### config.mk
export PLATFORM = sky130hd
export DESIGN_NAME = audio_serial_config_regs
export DESIGN_NICKNAME = d
export VERILOG_FILES = /design/src/core/audio_cfg_pkg.sv /design/src/core/audio_serial_config_regs.sv /design/src/core/audio_byte_merge.sv
export SDC_FILE = /design/constraint.sdc
export NUM_CORES = 1
export LEC_CHECK = 0
export BUFFER_PORTS_ARGS = -buffer_cell sky130_fd_sc_hd__clkbuf_2
export CORE_MARGIN = 1
export CORE_UTILIZATION = 45
export DETAILED_ROUTE_END_ITERATION = 10
export PLACE_DENSITY = 0.86
export REMOVE_ABC_BUFFERS = 1
export SLEW_MARGIN = 20
export SYNTH_ARGS = -nofsm -noshare
export SYNTH_HDL_FRONTEND = slang
export SYNTH_SLANG_ARGS = --single-unit
### constraint.sdc
create_clock -name clk -period 3.8 [get_ports clk]
set_input_delay 0.57 -clock clk [delete_from_list [all_inputs] [get_ports clk]]
set_output_delay 0.57 -clock clk [all_outputs]
set_load 0.005 [all_outputs]
### src/core/audio_cfg_pkg.sv
package audio_cfg_pkg;

    localparam logic [11:0] ctrl_offset        = 12'h01c;
    localparam logic [11:0] psc_offset         = 12'h020;
    localparam logic [31:0] ctrl_reset         = 32'h00000000;
    localparam logic [31:0] psc_reset          = 32'h00000002;
    localparam logic [31:0] ctrl_writable_mask = 32'h00000fbf;
    localparam logic [31:0] psc_writable_mask  = 32'h000003ff;

    localparam int mode_select_bit   = 11;
    localparam int enable_bit        = 10;
    localparam int role_lsb          = 8;
    localparam int sync_style_bit    = 7;
    localparam int standard_lsb      = 4;
    localparam int idle_level_bit    = 3;
    localparam int sample_len_lsb    = 1;
    localparam int slot_len_bit      = 0;
    localparam int mclk_out_bit      = 9;
    localparam int odd_bit           = 8;
    localparam int factor_lsb        = 0;

    typedef enum logic [1:0] {
        role_slave_tx,
        role_slave_rx,
        role_master_tx,
        role_master_rx
    } audio_role_t;

    typedef enum logic [1:0] {
        std_philips,
        std_msb_justified,
        std_lsb_justified,
        std_pcm
    } frame_standard_t;

endpackage : audio_cfg_pkg

### src/core/audio_serial_config_regs.sv
// Local design decision: the APB interface to the registers.
`timescale 1ns/1ps
// What this block does
// - Bit 11 selects SPI (0) or audio (1); bit 10 enables audio only.
// - Role field 9:8: slave tx, slave rx, master tx, master rx.
// - Bit 7 short or long frame sync, used only in PCM standard.
// - Standard field 5:4: Philips, MSB-justified, LSB-justified, PCM.
// - Bit 3 sets idle level of the serial bit clock.
// - Sample length 2:1: 16, 24, 32 bits; code 11 reserved.
// - Bit 0 slot 16 or 32 bits; slot must cover sample length.
// - Prescaler bit 9 enables the master clock output pin while audio is active (bits 11 and 10 set).
// - Divider equals twice factor 7:0 plus odd bit 8.
// - Prescaler accepts byte, half-word and word writes.
module audio_serial_config_regs
    import audio_cfg_pkg::*;
(
    input  wire logic        clk,
    input  wire logic        rstn,
    input  wire logic        psel,
    input  wire logic        penable,
    input  wire logic        pwrite,
    input  wire logic [11:0] paddr,
    input  wire logic [31:0] pwdata,
    input  wire logic [3:0]  pstrb,
    output logic      [31:0] prdata,
    output logic             pready,
    output logic             pslverr,
    output logic             audio_active,
    output logic             spi_active,
    output logic [1:0]       audio_role,
    output logic             is_master,
    output logic             is_transmit,
    output logic [1:0]       frame_standard,
    output logic             frame_sync_style,
    output logic             long_sync_active,
    output logic             idle_clock_level,
    output logic [1:0]       sample_length,
    output logic [5:0]       sample_bits,
    output logic             sample_length_bad,
    output logic             slot_length,
    output logic [5:0]       slot_bits,
    output logic             slot_too_short,
    output logic             master_clock_out_enable,
    output logic             odd_divider_bit,
    output logic [7:0]       divider_factor,
    output logic [8:0]       bit_clock_divider,
    output logic             factor_zero
);

    ////////////////////////////////////////////////////////////////////////
    // Bus slave

    logic [31:0] ctrl;
    logic [31:0] psc;
    logic [31:0] ctrl_merged;
    logic [31:0] psc_merged;
    logic        access;
    logic        hit_ctrl;
    logic        hit_psc;

    function automatic logic [5:0] sample_width(input logic [1:0] code);
        case (code)
            2'h0:    sample_width = 6'h10;
            2'h1:    sample_width = 6'h18;
            2'h2:    sample_width = 6'h20;
            default: sample_width = 6'h00;
        endcase
    endfunction : sample_width

    // Zero wait states; unmapped addresses answer with an error
    assign pready   = 1'b1;
    assign access   = psel & penable;
    assign hit_ctrl = (paddr == ctrl_offset);
    assign hit_psc  = (paddr == psc_offset);
    assign pslverr  = access & ~(hit_ctrl | hit_psc);

    audio_byte_merge u_ctrl_merge (
        .old_value (ctrl),
        .wdata     (pwdata),
        .strb      (pstrb),
        .writable  (ctrl_writable_mask),
        .merged    (ctrl_merged)
    );

    audio_byte_merge u_psc_merge (
        .old_value (psc),
        .wdata     (pwdata),
        .strb      (pstrb),
        .writable  (psc_writable_mask),
        .merged    (psc_merged)
    );

    // Reserved bits never leave their reset value
    always_ff @(posedge clk or negedge rstn) begin
        if (!rstn) begin
            ctrl <= ctrl_reset;
        end else if (access && pwrite && hit_ctrl) begin
            ctrl <= ctrl_merged;
        end
    end

    // Any mix of byte lanes updates only its own bytes
    always_ff @(posedge clk or negedge rstn) begin
        if (!rstn) begin
            psc <= psc_reset;
        end else if (access && pwrite && hit_psc) begin
            psc <= psc_merged;
        end
    end

    always_ff @(posedge clk or negedge rstn) begin
        if (!rstn) begin
            prdata <= 32'h00000000;
        end else if (psel && !penable && !pwrite) begin
            if (paddr == ctrl_offset) begin
                prdata <= ctrl & ctrl_writable_mask;
            end else if (paddr == psc_offset) begin
                prdata <= psc & psc_writable_mask;
            end else begin
                prdata <= 32'h00000000;
            end
        end
    end

    ////////////////////////////////////////////////////////////////////////
    // Decoded configuration

    logic        mode_audio;
    logic        enable_raw;
    logic [1:0]  std_field;
    logic [1:0]  len_field;

    assign mode_audio   = ctrl[mode_select_bit];
    assign enable_raw   = ctrl[enable_bit];
    assign spi_active   = ~mode_audio;
    assign audio_active = mode_audio & enable_raw;

    assign audio_role  = ctrl[role_lsb +: 2];
    assign is_master   = audio_role[1];
    assign is_transmit = ~audio_role[0];

    assign std_field        = ctrl[standard_lsb +: 2];
    assign frame_standard   = std_field;
    assign frame_sync_style = ctrl[sync_style_bit];
    // Sync style is meaningless outside PCM, so gate it here once
    assign long_sync_active = frame_sync_style & (std_field == std_pcm);

    assign idle_clock_level = ctrl[idle_level_bit];

    assign len_field         = ctrl[sample_len_lsb +: 2];
    assign sample_length     = len_field;
    assign sample_bits       = sample_width(len_field);
    assign sample_length_bad = (len_field == 2'h3);

    assign slot_length    = ctrl[slot_len_bit];
    assign slot_bits      = slot_length ? 6'h20 : 6'h10;
    // Flag only; software is trusted to keep the slot long enough
    assign slot_too_short = sample_length_bad | (sample_width(len_field) > slot_bits);

    // Output pin enable only counts while audio is running
    assign master_clock_out_enable = psc[mclk_out_bit] & audio_active;
    assign odd_divider_bit         = psc[odd_bit];
    assign divider_factor          = psc[factor_lsb +: 8];
    assign bit_clock_divider       = {divider_factor, 1'b0} + {8'h00, odd_divider_bit};
    // Reported, not corrected: a zero factor is a software fault
    assign factor_zero             = (divider_factor == 8'h00);
endmodule : audio_serial_config_regs

### src/core/audio_byte_merge.sv
`timescale 1ns/1ps
// Byte-lane merge of a write into a register, limited to writable bits
module audio_byte_merge (
    input  wire logic [31:0] old_value,
    input  wire logic [31:0] wdata,
    input  wire logic [3:0]  strb,
    input  wire logic [31:0] writable,
    output logic      [31:0] merged
);
    always_comb begin
        merged = old_value;
        for (int i = 0; i < 4; i++) begin
            if (strb[i]) begin
                merged[i*8 +: 8] = (wdata[i*8 +: 8] & writable[i*8 +: 8]) |
                                   (old_value[i*8 +: 8] & ~writable[i*8 +: 8]);
            end
        end
    end
endmodule : audio_byte_merge

---- Yosys cells after proc, flatten, opt, wreduce, memory -nomap -nowiden ----
Index checks and enable logic that the tools add are counted.
storage, ports and cells
  register bits ........................... 64
  bits of input ports ..................... 53
  output and inout port bits .............. 82
  logic and storage cells ................. 43
operators by class
  add/sub/neg operators ................... 1
  magnitude comparators ................... 1
  eq/ne operators ......................... 6
  multiplexer cells ....................... 4
  bitwise logic cells ..................... 13
  reductions and logical operators ........ 13
operators with widths
  kind                                                   number
  two-way mux 32 bit                                     1
  case mux 6 bit (3 select lines)                        1
  equality test 12 x 5 -> 1 bit (second input constant)  1
  equality test 12 x 6 -> 1 bit (second input constant)  1
  two-way mux 10 bit                                     1
  adder 9 x 1 -> 9 bit                                   1
  zero test 8 bit                                        1
  bitwise OR 2 x 8 -> 8 bit                              1
  bitwise OR 4 x 8 -> 8 bit                              1
  bitwise OR 8 x 7 -> 8 bit                              1
  AND reduction 2 bit                                    4
  equality test 2 bit (second input constant)            3
  greater-than comparator 6 bit                          1
  two-way mux 6 bit                                      1
  bitwise AND 1 bit                                      5
  logical AND 1 bit                                      5
  NOT 1 bit                                              3
  equality test 2 x 1 -> 1 bit (second input constant)   1
  zero test 1 bit                                        2
  zero test 2 bit                                        1
  bitwise OR 1 bit                                       2

---- Logic depth before layout (Yosys ltp) ----
Gate-level depths: netlist (run 1).
  depth after elaboration ................. 4
  mapped depth ............................ 5

---- Hierarchy ----
Synthesis (run 1) repeated with hierarchy kept, for this count alone.
second synthesis, totals
  cell total of the unflattened synthesis .. 393
  area, all modules ....................... 5064.9 µm²
modules (own cells, without submodules)
  module                    times used  cells an instance  area an instance (µm²)  sequential area each (µm²)
  audio_serial_config_regs  1           257                3781.1                  1903.1
  audio_byte_merge          2           68                 641.9                   0.0

---- Worst setup path before layout (run 1) ----
No wires, ideal clock.
  kind .................................... in2out
  from .................................... input paddr[7]
  to ...................................... output pslverr
  arrival time ............................ 1.515 ns
  required time ........................... 3.230 ns
  slack ................................... 1.715 ns
  stages .................................. 3
  path buffers ............................ 0
  cells stage by stage .................... nor4_4 > nand2_1 > o211a_1
between the ends
  longest elaborated chain between the ends .. 4
RTL lines
  element                                                                         RTL line                                                        source
  from (decl)                                                                     audio_serial_config_regs.sv:22                                  input wire logic [11:0] paddr,
  equality test 12 x 5 -> 1 bit or equality test 12 x 6 -> 1 bit (tied branches)  audio_serial_config_regs.sv:73, audio_serial_config_regs.sv:74
  bitwise OR 1 bit (*)                                                            audio_serial_config_regs.sv:75                                  assign pslverr = access & ~(hit_ctrl | hit_psc);
  NOT 1 bit (*)                                                                   audio_serial_config_regs.sv:75
  bitwise AND 1 bit (*)                                                           audio_serial_config_regs.sv:75
  to (decl)                                                                       audio_serial_config_regs.sv:27                                  output logic pslverr,
Every way passes the cells marked *; elsewhere a longest branch is shown, timed or not.

---- Final worst setup path (run 1) ----
Same ends and word-level chain as after synthesis.

==> flow_metrics.py, run 1 <==
metrics = {
    "final_layout": {
        "antenna_cells": 0,
        "n_fill_cell": 365,
        "syn2layout_area_growth_pct": 13.96,
        "final_core_util_pct": 54.50,
        "drive_gt1_share_pct": 49.80,
        "fin_nets": 297,
    },
    "global_route": {
        "antenna_found_initial": 0,
        "grt_usage_pct": 17.62,
        "grt_pass1_wl_mm": 5.885,
        "grt_pass1_vias": 1323,
        "grt_max_degree": 34,
        "gr-total-overflow": 0,
    },
    "drt": {
        "antenna_left": 0,
        "routed_wl_mm": 3.813,
        "post_drt_wl_per_cell_um": 12.93,
        "drc_errors": 0,
        "drt_iter0_markers": 27,
        "via_count": 1386,
        "first_pass_iters": 5,
        "via_per_inst": 4.698,
    },
    "floorplan": {
        "dieWidth_um": 67.90,
        "core_sq_mm": 0.004086,
        "pin_count": 135,
        "dieArea_sq_mm": 0.004610,
        "dieHeight_um": 67.90,
        "initial_core_util_pct": 47.83,
        "num_rows": 23,
    },
    "setup_path": {
        "cp-end-kind": "output port",
        "path_max_fanout": 7,
        "r2r_cells": 2,
        "regToRegSetupSlack_ns": 2.81,
        "arrival_ns": 1.84,
        "startpoint_type": "input pin",
        "worstSetupPathType": "input pin to output port",
        "regToRegStartpoint": "psc[1]",
        "required_ns": 3.23,
        "r2r_end": "prdata[1]",
    },
    "placed_design": {
        "place_ws_ns": 1.394,
        "place_hpwl_mm": 2.975,
        "io_buffers": 84,
        "finalWeightedCongestion": 0.7372,
    },
    "cts": {
        "cts_hold_buf": 0,
        "cts.htree.levels": 2,
        "post_cts_buffers": 0,
        "clockBufferDepth": 2,
        "clk_pin_slew_ns": 0.06,
        "cts-root-buf": "clkbuf_8",
        "cts_tree": "done",
        "numCtsBuffers": 5,
        "clk_latency_ns": 0.27,
        "cts_resized": 0,
        "cts.sinks": 33,
    },
    "sta": {
        "fin_crit_ns": 2.410,
        "maxSlewViolCount": 0,
        "grt_setup_unrepaired": "false",
        "finalHoldViolCount": 0,
        "fin_worst_skew_ns": 0.006530,
        "slew_headroom_pct": 46.35,
        "finalSetupTns_ns": 0,
        "layout_setup_ws_ns": 1.390,
        "setup_viol_count_final": 0,
        "max_freq_mhz": 415.0,
        "worstMarginPinSlew_ns": 0.8047,
        "period_share_pct": 63.42,
    },
    "logic_synthesis": {
        "avgSynthCellArea_sq_um": 10.74,
        "netlist_instances": 182,
        "synth_warnings": 0,
        "synth_area_sq_mm": 0.001954,
        "synth_top_cell_by_area": "dfrtp_1",
        "synth_cell_type_count": 29,
        "ys_seq_elements": 33,
        "synth_area_leaders": "dfrtp_1 (41%), buf_4 (20%), mux2_2 (12%)",
        "yosysTopAreaCellShare_pct": 40.97,
        "seq_area_frac_synth_pct": 42.32,
    },
    "run": {
        "drv_cap": 0,
    },
    "power_and_ir_drop": {
        "powerDensity_mw_per_mm2": 297.6,
        "ir_drop_uv": 211.4,
        "p_leak_nw": 1.240,
    },
    "hold_path": {
        "hold_path_class": "input pin to asynchronous set/reset pin",
    },
    "outcome": {
        "outcome": "completed",
    },
}
worst max-delay path by stage:
stage	startpoint	endpoint	slack (ns)
after global routing	paddr[11]	pslverr	1.28
after CTS	paddr[7]	pslverr	1.38
after detailed placement	paddr[7]	pslverr	1.39
final	paddr[7]	pslverr	1.39
after floorplan	paddr[7]	pslverr	1.72
after global placement	paddr[7]	pslverr	1.41
worst max-delay path, stage by stage:
cell      delay [ns]
clkbuf_2        0.10
nor4_4          0.61
nand2_1         0.19
o211a_1         0.27
clkbuf_2        0.11
layout by cell type, fill, tap and decap left out, drive strengths merged:
cell type / n
o31ai: 2
mux2: 21
a22oi: 2
nor3: 2
or3b: 1
maj3: 1
clkbuf: 91
and4: 2
nand2: 13
inv: 18
and4b: 1
nand4: 7
nor3b: 1
nor4: 2
o221ai: 7
nor4b: 1
and2: 1
o21ai: 3
o211a: 1
or4: 1
conb: 28
nor2b: 1
nor2: 4
clkinvlp: 1
dfstp: 1
dfrtp: 32
synth_stat cells:
master,count
nand4_1,2
nor4b_2,1
nor2b_1,1
mux2_2,21
clkbuf_1,3
o21ai_0,2
a22oi_1,2
or4_1,1
and4b_1,1
nor3b_1,1
nand4_2,3
nor3_1,2
nor4_4,2
conb_1,2
or3b_2,1
maj3_1,1
and2_1,1
nand2_1,13
o221ai_1,7
dfstp_2,1
o31ai_1,2
buf_4,52
inv_1,18
o211a_1,1
nand4_4,2
o21ai_1,1
nor2_1,4
dfrtp_1,32
and4_1,2
state kept, by name, indices dropped and copies added, names as in the netlist:
name,cells
ctrl,11
psc,10
prdata,12
per-stage QoR:
stage / hold WS (ns) / area, sq um / std cells / power, mW
floorplan: 0.2744 / 1650 / 153 / 0.3731
global placement: 0.4632 / 2133 / 287 / 0.4020
detailed placement: 0.4759 / 2133 / 287 / 0.4027
CTS: 0.3989 / 2227 / 295 / 0.6729
global route: 0.4251 / 2227 / 295 / 0.6939
finish: 0.3701 / 2227 / 295 / 0.6628
layer usage:
metal	GRT usage [%]	up-vias	routed length, um	share of wire, %
li1	-	659	-	-
met1	19.18	649	1479	39
met2	32.43	76	2010	53
met3	6.167	2	314	8.2
met4	4.167	0	8	0.21
met5	0	-	0	0
final cells by class:
cell class / count / area [sq um] / area share (%)
multi-input cells: 102 / 755.7 / 33.93
clock buffers: 7 / 86.33 / 3.876
flip-flops and latches: 33 / 827.0 / 37.13
well taps: 50 / 62.56 / 2.809
repair buffers: 84 / 420.4 / 18.88
inverters: 18 / 67.56 / 3.034
clock inverters: 1 / 7.507 / 0.3371
where the power goes:
group	leakage, nW	total [mW]	switching (mW)	internal, mW
Clock	0.0445	0.267	0.120	0.147
Combinational	0.738	0.0444	0.0291	0.0153
Sequential	0.458	0.352	0.000143	0.351
Total	1.24	0.663	0.149	0.514
cells by family after synthesis:
logic type	after synthesis	share of synthesized area, %
other cells	2	0.3843
buf+inv	73	24.01
compound gates	15	5.953
mux	21	12.10
flops	33	42.32
fa+ha+maj	1	0.5122
simple gates	37	14.73
Power figures use the tool's default switching activity.
==> inputs of run 2 (changes only) <==
Settings changed: CORE_UTILIZATION 45 to 37, PLACE_DENSITY 0.86 to 0.76.
Clock period 3.8 ns to 2.2 ns, I/O delays scaled along.
==> flow_metrics.py, run 2 (synthesized netlist as in run 1, its figures left out) <==
metrics = {
    "placed_design": {
        "finalWeightedCongestion": 0.6883,
        "place_hpwl_mm": 2.997,
        "place_ws_ns": 0.5048,
        "io_buffers": 84,
    },
    "setup_path": {
        "startpoint_type": "flop",
        "timing.critical_path.buf_inv": 1,
        "arrival_ns": 1.45,
        "critical_path_depth": 3,
        "cp_cell_sequence": "or4_1 -> nor2_1 -> clkbuf_2",
        "cp_top_family": "simple AND/OR/NAND/NOR gates",
        "slowest_delay_ns": 0.52,
        "r2r_end": "prdata[1]",
        "regToRegSetupSlack_ns": 1.24,
        "r2r_cells": 2,
        "cpMaxStageDelayCell": "or4_1",
        "path_max_fanout": 5,
        "required_ns": 1.87,
        "worstSetupPathType": "flop to output port",
        "cp-end-kind": "output port",
        "regToRegStartpoint": "psc[1]",
    },
    "global_route": {
        "busiest_layer": "met2",
        "antenna_found_initial": 0,
        "grt_util_met1_pct": 16.47,
        "use_met3_pct": 3.748,
        "met2_usage_pct": 26.43,
        "grt_pass1_wl_mm": 5.975,
        "grt_usage_pct": 14.71,
        "gr-total-overflow": 0,
        "grt_pass1_vias": 1281,
        "grt_max_degree": 34,
    },
    "final_layout": {
        "layout_common_cells": "clkbuf_2 (84), dfrtp_1 (32), conb_1 (28)",
        "largest_reg_flops": 12,
        "antenna_cells": 0,
        "fin_nets": 300,
        "drive_gt1_share_pct": 50.00,
        "top_register": "prdata",
        "final_common_cell": "clkbuf_2",
        "largestRegisters": "prdata (12), ctrl (11), psc (10)",
        "syn2layout_area_growth_pct": 15.88,
    },
    "sta": {
        "setup_viol_count_final": 0,
        "fin_worst_skew_ns": 0.006648,
        "layout_setup_ws_ns": 0.4163,
        "finalSetupTns_ns": 0,
        "grt_setup_unrepaired": "false",
        "maxSlewViolCount": 0,
        "slew_headroom_pct": 46.11,
        "period_share_pct": 81.08,
        "max_freq_mhz": 560.6,
        "fin_crit_ns": 1.784,
        "worstMarginPinSlew_ns": 0.8084,
        "finalHoldViolCount": 0,
    },
    "drt": {
        "post_drt_wl_per_cell_um": 12.14,
        "via_per_inst": 4.487,
        "drc_errors": 0,
        "antenna_left": 0,
        "drt_iter0_markers": 46,
        "first_pass_iters": 4,
        "via_count": 1427,
        "routed_wl_mm": 3.859,
    },
    "cts": {
        "cts_tree": "done",
        "cts.htree.levels": 2,
        "cts_resized": 0,
        "clockBufferDepth": 2,
        "cts.sinks": 33,
        "clk_latency_ns": 0.28,
        "cts_hold_buf": 0,
        "numCtsBuffers": 5,
        "post_cts_buffers": 0,
        "cts-root-buf": "clkbuf_8",
        "clk_pin_slew_ns": 0.06,
    },
    "hold_path": {
        "hold_path_class": "input pin to asynchronous set/reset pin",
    },
    "power_and_ir_drop": {
        "p_leak_nw": 1.250,
        "ir_drop_uv": 296.5,
        "finalPower_mw": 1.122,
        "powerDensity_mw_per_mm2": 495.5,
    },
    "floorplan": {
        "num_rows": 26,
        "dieHeight_um": 74.68,
        "dieWidth_um": 74.68,
        "pin_count": 135,
        "initial_core_util_pct": 38.27,
        "core_sq_mm": 0.005107,
        "dieArea_sq_mm": 0.005577,
    },
    "outcome": {
        "outcome": "completed",
    },
    "run": {
        "drv_cap": 0,
    },
}
## run 2: area by class of cell
cell class / instances / area [sq um]
clock buffer: 7 / 76.32
clock inverter: 1 / 7.507
fill: 511 / 2843
inverter: 18 / 67.56
multi-input combinational: 102 / 755.7
sequential: 33 / 827.0
tap: 70 / 87.58
timing repair buffer: 87 / 442.9
## run 2: routing by layer
layer / routed length (um) / part of all wire (%) / vias to the layer above
met5: 0 / 0 / -
met4: 41 / 1.1 / 0
met3: 229 / 5.9 / 5
met2: 2044 / 53 / 73
met1: 1544 / 40 / 684
li1: - / - / 665
## run 2: per-stage QoR
stage | cells | hold WS (ns) | util (%) | cell area, sq um
floorplan | 153 | 0.03441 | - | 1650
global placement | 310 | 0.4592 | 42.70 | 2181
detailed placement | 310 | 0.4715 | 42.70 | 2181
CTS | 318 | 0.1629 | 44.34 | 2265
global route | 318 | 0.1763 | 44.34 | 2265
finish | 318 | 0.1263 | 44.34 | 2265
## run 2: power by group
part | internal [mW] | total [mW] | switching [mW]
sequential | 0.607 | 0.607 | 0.000246
combinational | 0.0281 | 0.0788 | 0.0507
clock | 0.224 | 0.436 | 0.213
total | 0.859 | 1.12 | 0.264
## run 2: how the worst max path moves through the flow
stage | slack [ns] | from | to
2_1_floorplan | 0.60 | paddr[7] | pslverr
3_3_place_gp | 0.51 | paddr[7] | pslverr
3_5_place_dp | 0.50 | paddr[11] | pslverr
4_1_cts | 0.40 | psc[2] | factor_zero
6_report | 0.42 | psc[2] | factor_zero
5_1_grt | 0.31 | psc[7] | factor_zero
==> inputs of run 3 (changes only) <==
Settings changed: CORE_UTILIZATION 37 to 41, PLACE_DENSITY 0.76 to 0.8.
Clock period 2.2 ns to 1.84 ns, I/O delays scaled along.
==> flow_metrics.py, run 3 (synthesized netlist as in run 1, its figures left out) <==
metrics = {
    "outcome": {
        "outcome": "complete, but fails checks",
        "violations": "DRC",
    },
    "floorplan": {
        "initial_core_util_pct": 43.68,
        "pin_count": 135,
        "dieHeight_um": 71.04,
        "num_rows": 24,
        "core_sq_mm": 0.004474,
        "dieArea_sq_mm": 0.005047,
        "dieWidth_um": 71.04,
    },
    "placed_design": {
        "dp_cells": 293,
        "finalWeightedCongestion": 0.7455,
        "place_area_sq_mm": 0.002166,
        "io_buffers": 84,
        "place_hpwl_mm": 2.934,
    },
    "setup_path": {
        "slowest_delay_ns": 0.53,
        "cpMaxStageDelayCell": "or4_1",
        "arrival_ns": 1.47,
        "startpoint_type": "flop",
        "path_max_fanout": 5,
        "required_ns": 1.56,
        "worstSetupPathType": "flop to output port",
        "cp_cell_sequence": "or4_1 -> nor2_1 -> clkbuf_2",
        "cp-end-kind": "output port",
    },
    "drt": {
        "first_pass_iters": 7,
        "routed_wl_mm": 3.823,
        "post_drt_wl_per_cell_um": 12.70,
        "drc_errors": 22,
        "antenna_left": 0,
        "via_per_inst": 4.698,
        "drt_iter0_markers": 104,
        "via_count": 1414,
    },
    "cts": {
        "post_cts_buffers": 0,
        "cts.htree.levels": 2,
        "cts_hold_buf": 0,
        "clk_pin_slew_ns": 0.07,
        "cts.sinks": 33,
        "clockBufferDepth": 2,
        "clk_latency_ns": 0.27,
        "cts_tree": "done",
        "numCtsBuffers": 5,
        "cts-root-buf": "clkbuf_8",
        "cts_resized": 0,
    },
    "sta": {
        "finalSetupTns_ns": 0,
        "max_freq_mhz": 574.3,
        "fin_worst_skew_ns": 0.002271,
        "period_share_pct": 94.63,
        "setup_viol_count_final": 0,
        "finalHoldViolCount": 0,
        "maxSlewViolCount": 0,
        "grt_setup_unrepaired": "false",
        "fin_crit_ns": 1.741,
    },
    "global_route": {
        "grt_pass1_wl_mm": 6.154,
        "gr-total-overflow": 0,
        "use_met3_pct": 3.846,
        "grt_pass1_vias": 1285,
        "grt_max_degree": 34,
        "busiest_layer": "met2",
        "grt_usage_pct": 15.97,
        "grt_util_met1_pct": 19.82,
        "met2_usage_pct": 27.35,
        "antenna_found_initial": 0,
    },
    "final_layout": {
        "final_common_cell": "clkbuf_2",
        "layout_common_cells": "clkbuf_2 (84), dfrtp_1 (32), conb_1 (28)",
        "multiInputGateArea_sq_um": 755.7,
        "fin_cells": 301,
        "fin_nets": 301,
        "syn2layout_area_growth_pct": 16.77,
        "antenna_cells": 0,
        "n_fill_cell": 428,
        "largestRegisters": "prdata (12), ctrl (11), psc (10)",
        "top_register": "prdata",
        "fin_area_sq_mm": 0.002282,
        "ff_latch_area_sq_um": 827.0,
        "largest_reg_flops": 12,
        "drive_gt1_share_pct": 50.60,
    },
    "power_and_ir_drop": {
        "powerDensity_mw_per_mm2": 665.0,
        "ir_drop_uv": 580.4,
        "p_leak_nw": 1.275,
    },
    "hold_path": {
        "hold_path_class": "input pin to asynchronous set/reset pin",
    },
    "run": {
        "drv_cap": 0,
    },
}
run 3: changes by cell type in the layout (fill, tap and decap cells not counted):
cell / before / now
clkinvlp_4: 1 / 0
clkbuf_8: 5 / 6
buf_4: 3 / 4
bufinv_16: 0 / 1
clkbuf_1: 2 / 1
run 3: final timing paths:
| check | from | to | slack (ns) | cells after the start |
|---|---|---|---|---|
| hold / removal | rstn | ctrl[8] | 0.02 | 2 |
| setup reg to reg | psc[1] | prdata[1] | 0.90 | 2 |
| max in group asynchronous | rstn | psc[1] | 1.50 | 2 |
| hold reg to reg | prdata[6] | prdata[6] | 0.48 | 2 |
| min in group clk | pwdata[6] | psc[6] | 0.23 | 2 |
| setup / recovery | psc[2] | factor_zero | 0.1 | 3 |
run 3: metal layers:
metal,vias to the layer above,wire length (um)
met5,-,0
met4,0,55
met3,8,270
met2,75,1891
met1,662,1606
li1,669,-
run 3: through the flow:
step	utilization, %	hold slack, ns	setup WS [ns]	total power, mW
after floorplan	-	-0.01959	0.3295	0.7706
after global placement	48.41	0.3268	0.2724	0.8342
after detailed placement	48.41	0.3319	0.2623	0.8358
after CTS	51.01	0.03162	0.08270	1.534
after global routing	51.01	0.05910	0.03076	1.573
final	51.01	0.01777	0.09874	1.518
run 3: layout make-up:
cell class	instances	area share [%]
well taps	52	2.851
inverters	18	2.961
repair buffers	88	19.74
clock inverters	1	1.316
flip-flops and latches	33	36.24
multi-input cells	102	33.11
clock buffers	7	3.783
run 3: worst max-delay path, delay by kind of cell, from the launching register on:
family                 cells  cell delay (ns)
DFF                        1             0.42
and+or+nand+nor            2             0.64
buffers and inverters      1             0.12
run 3: power by group:
group          total, mW  internal, mW  leakage, nW  switching [mW]
combinational     0.0953        0.0350        0.759          0.0603
clock              0.696         0.441       0.0585           0.255
sequential         0.726         0.726        0.458        0.000294
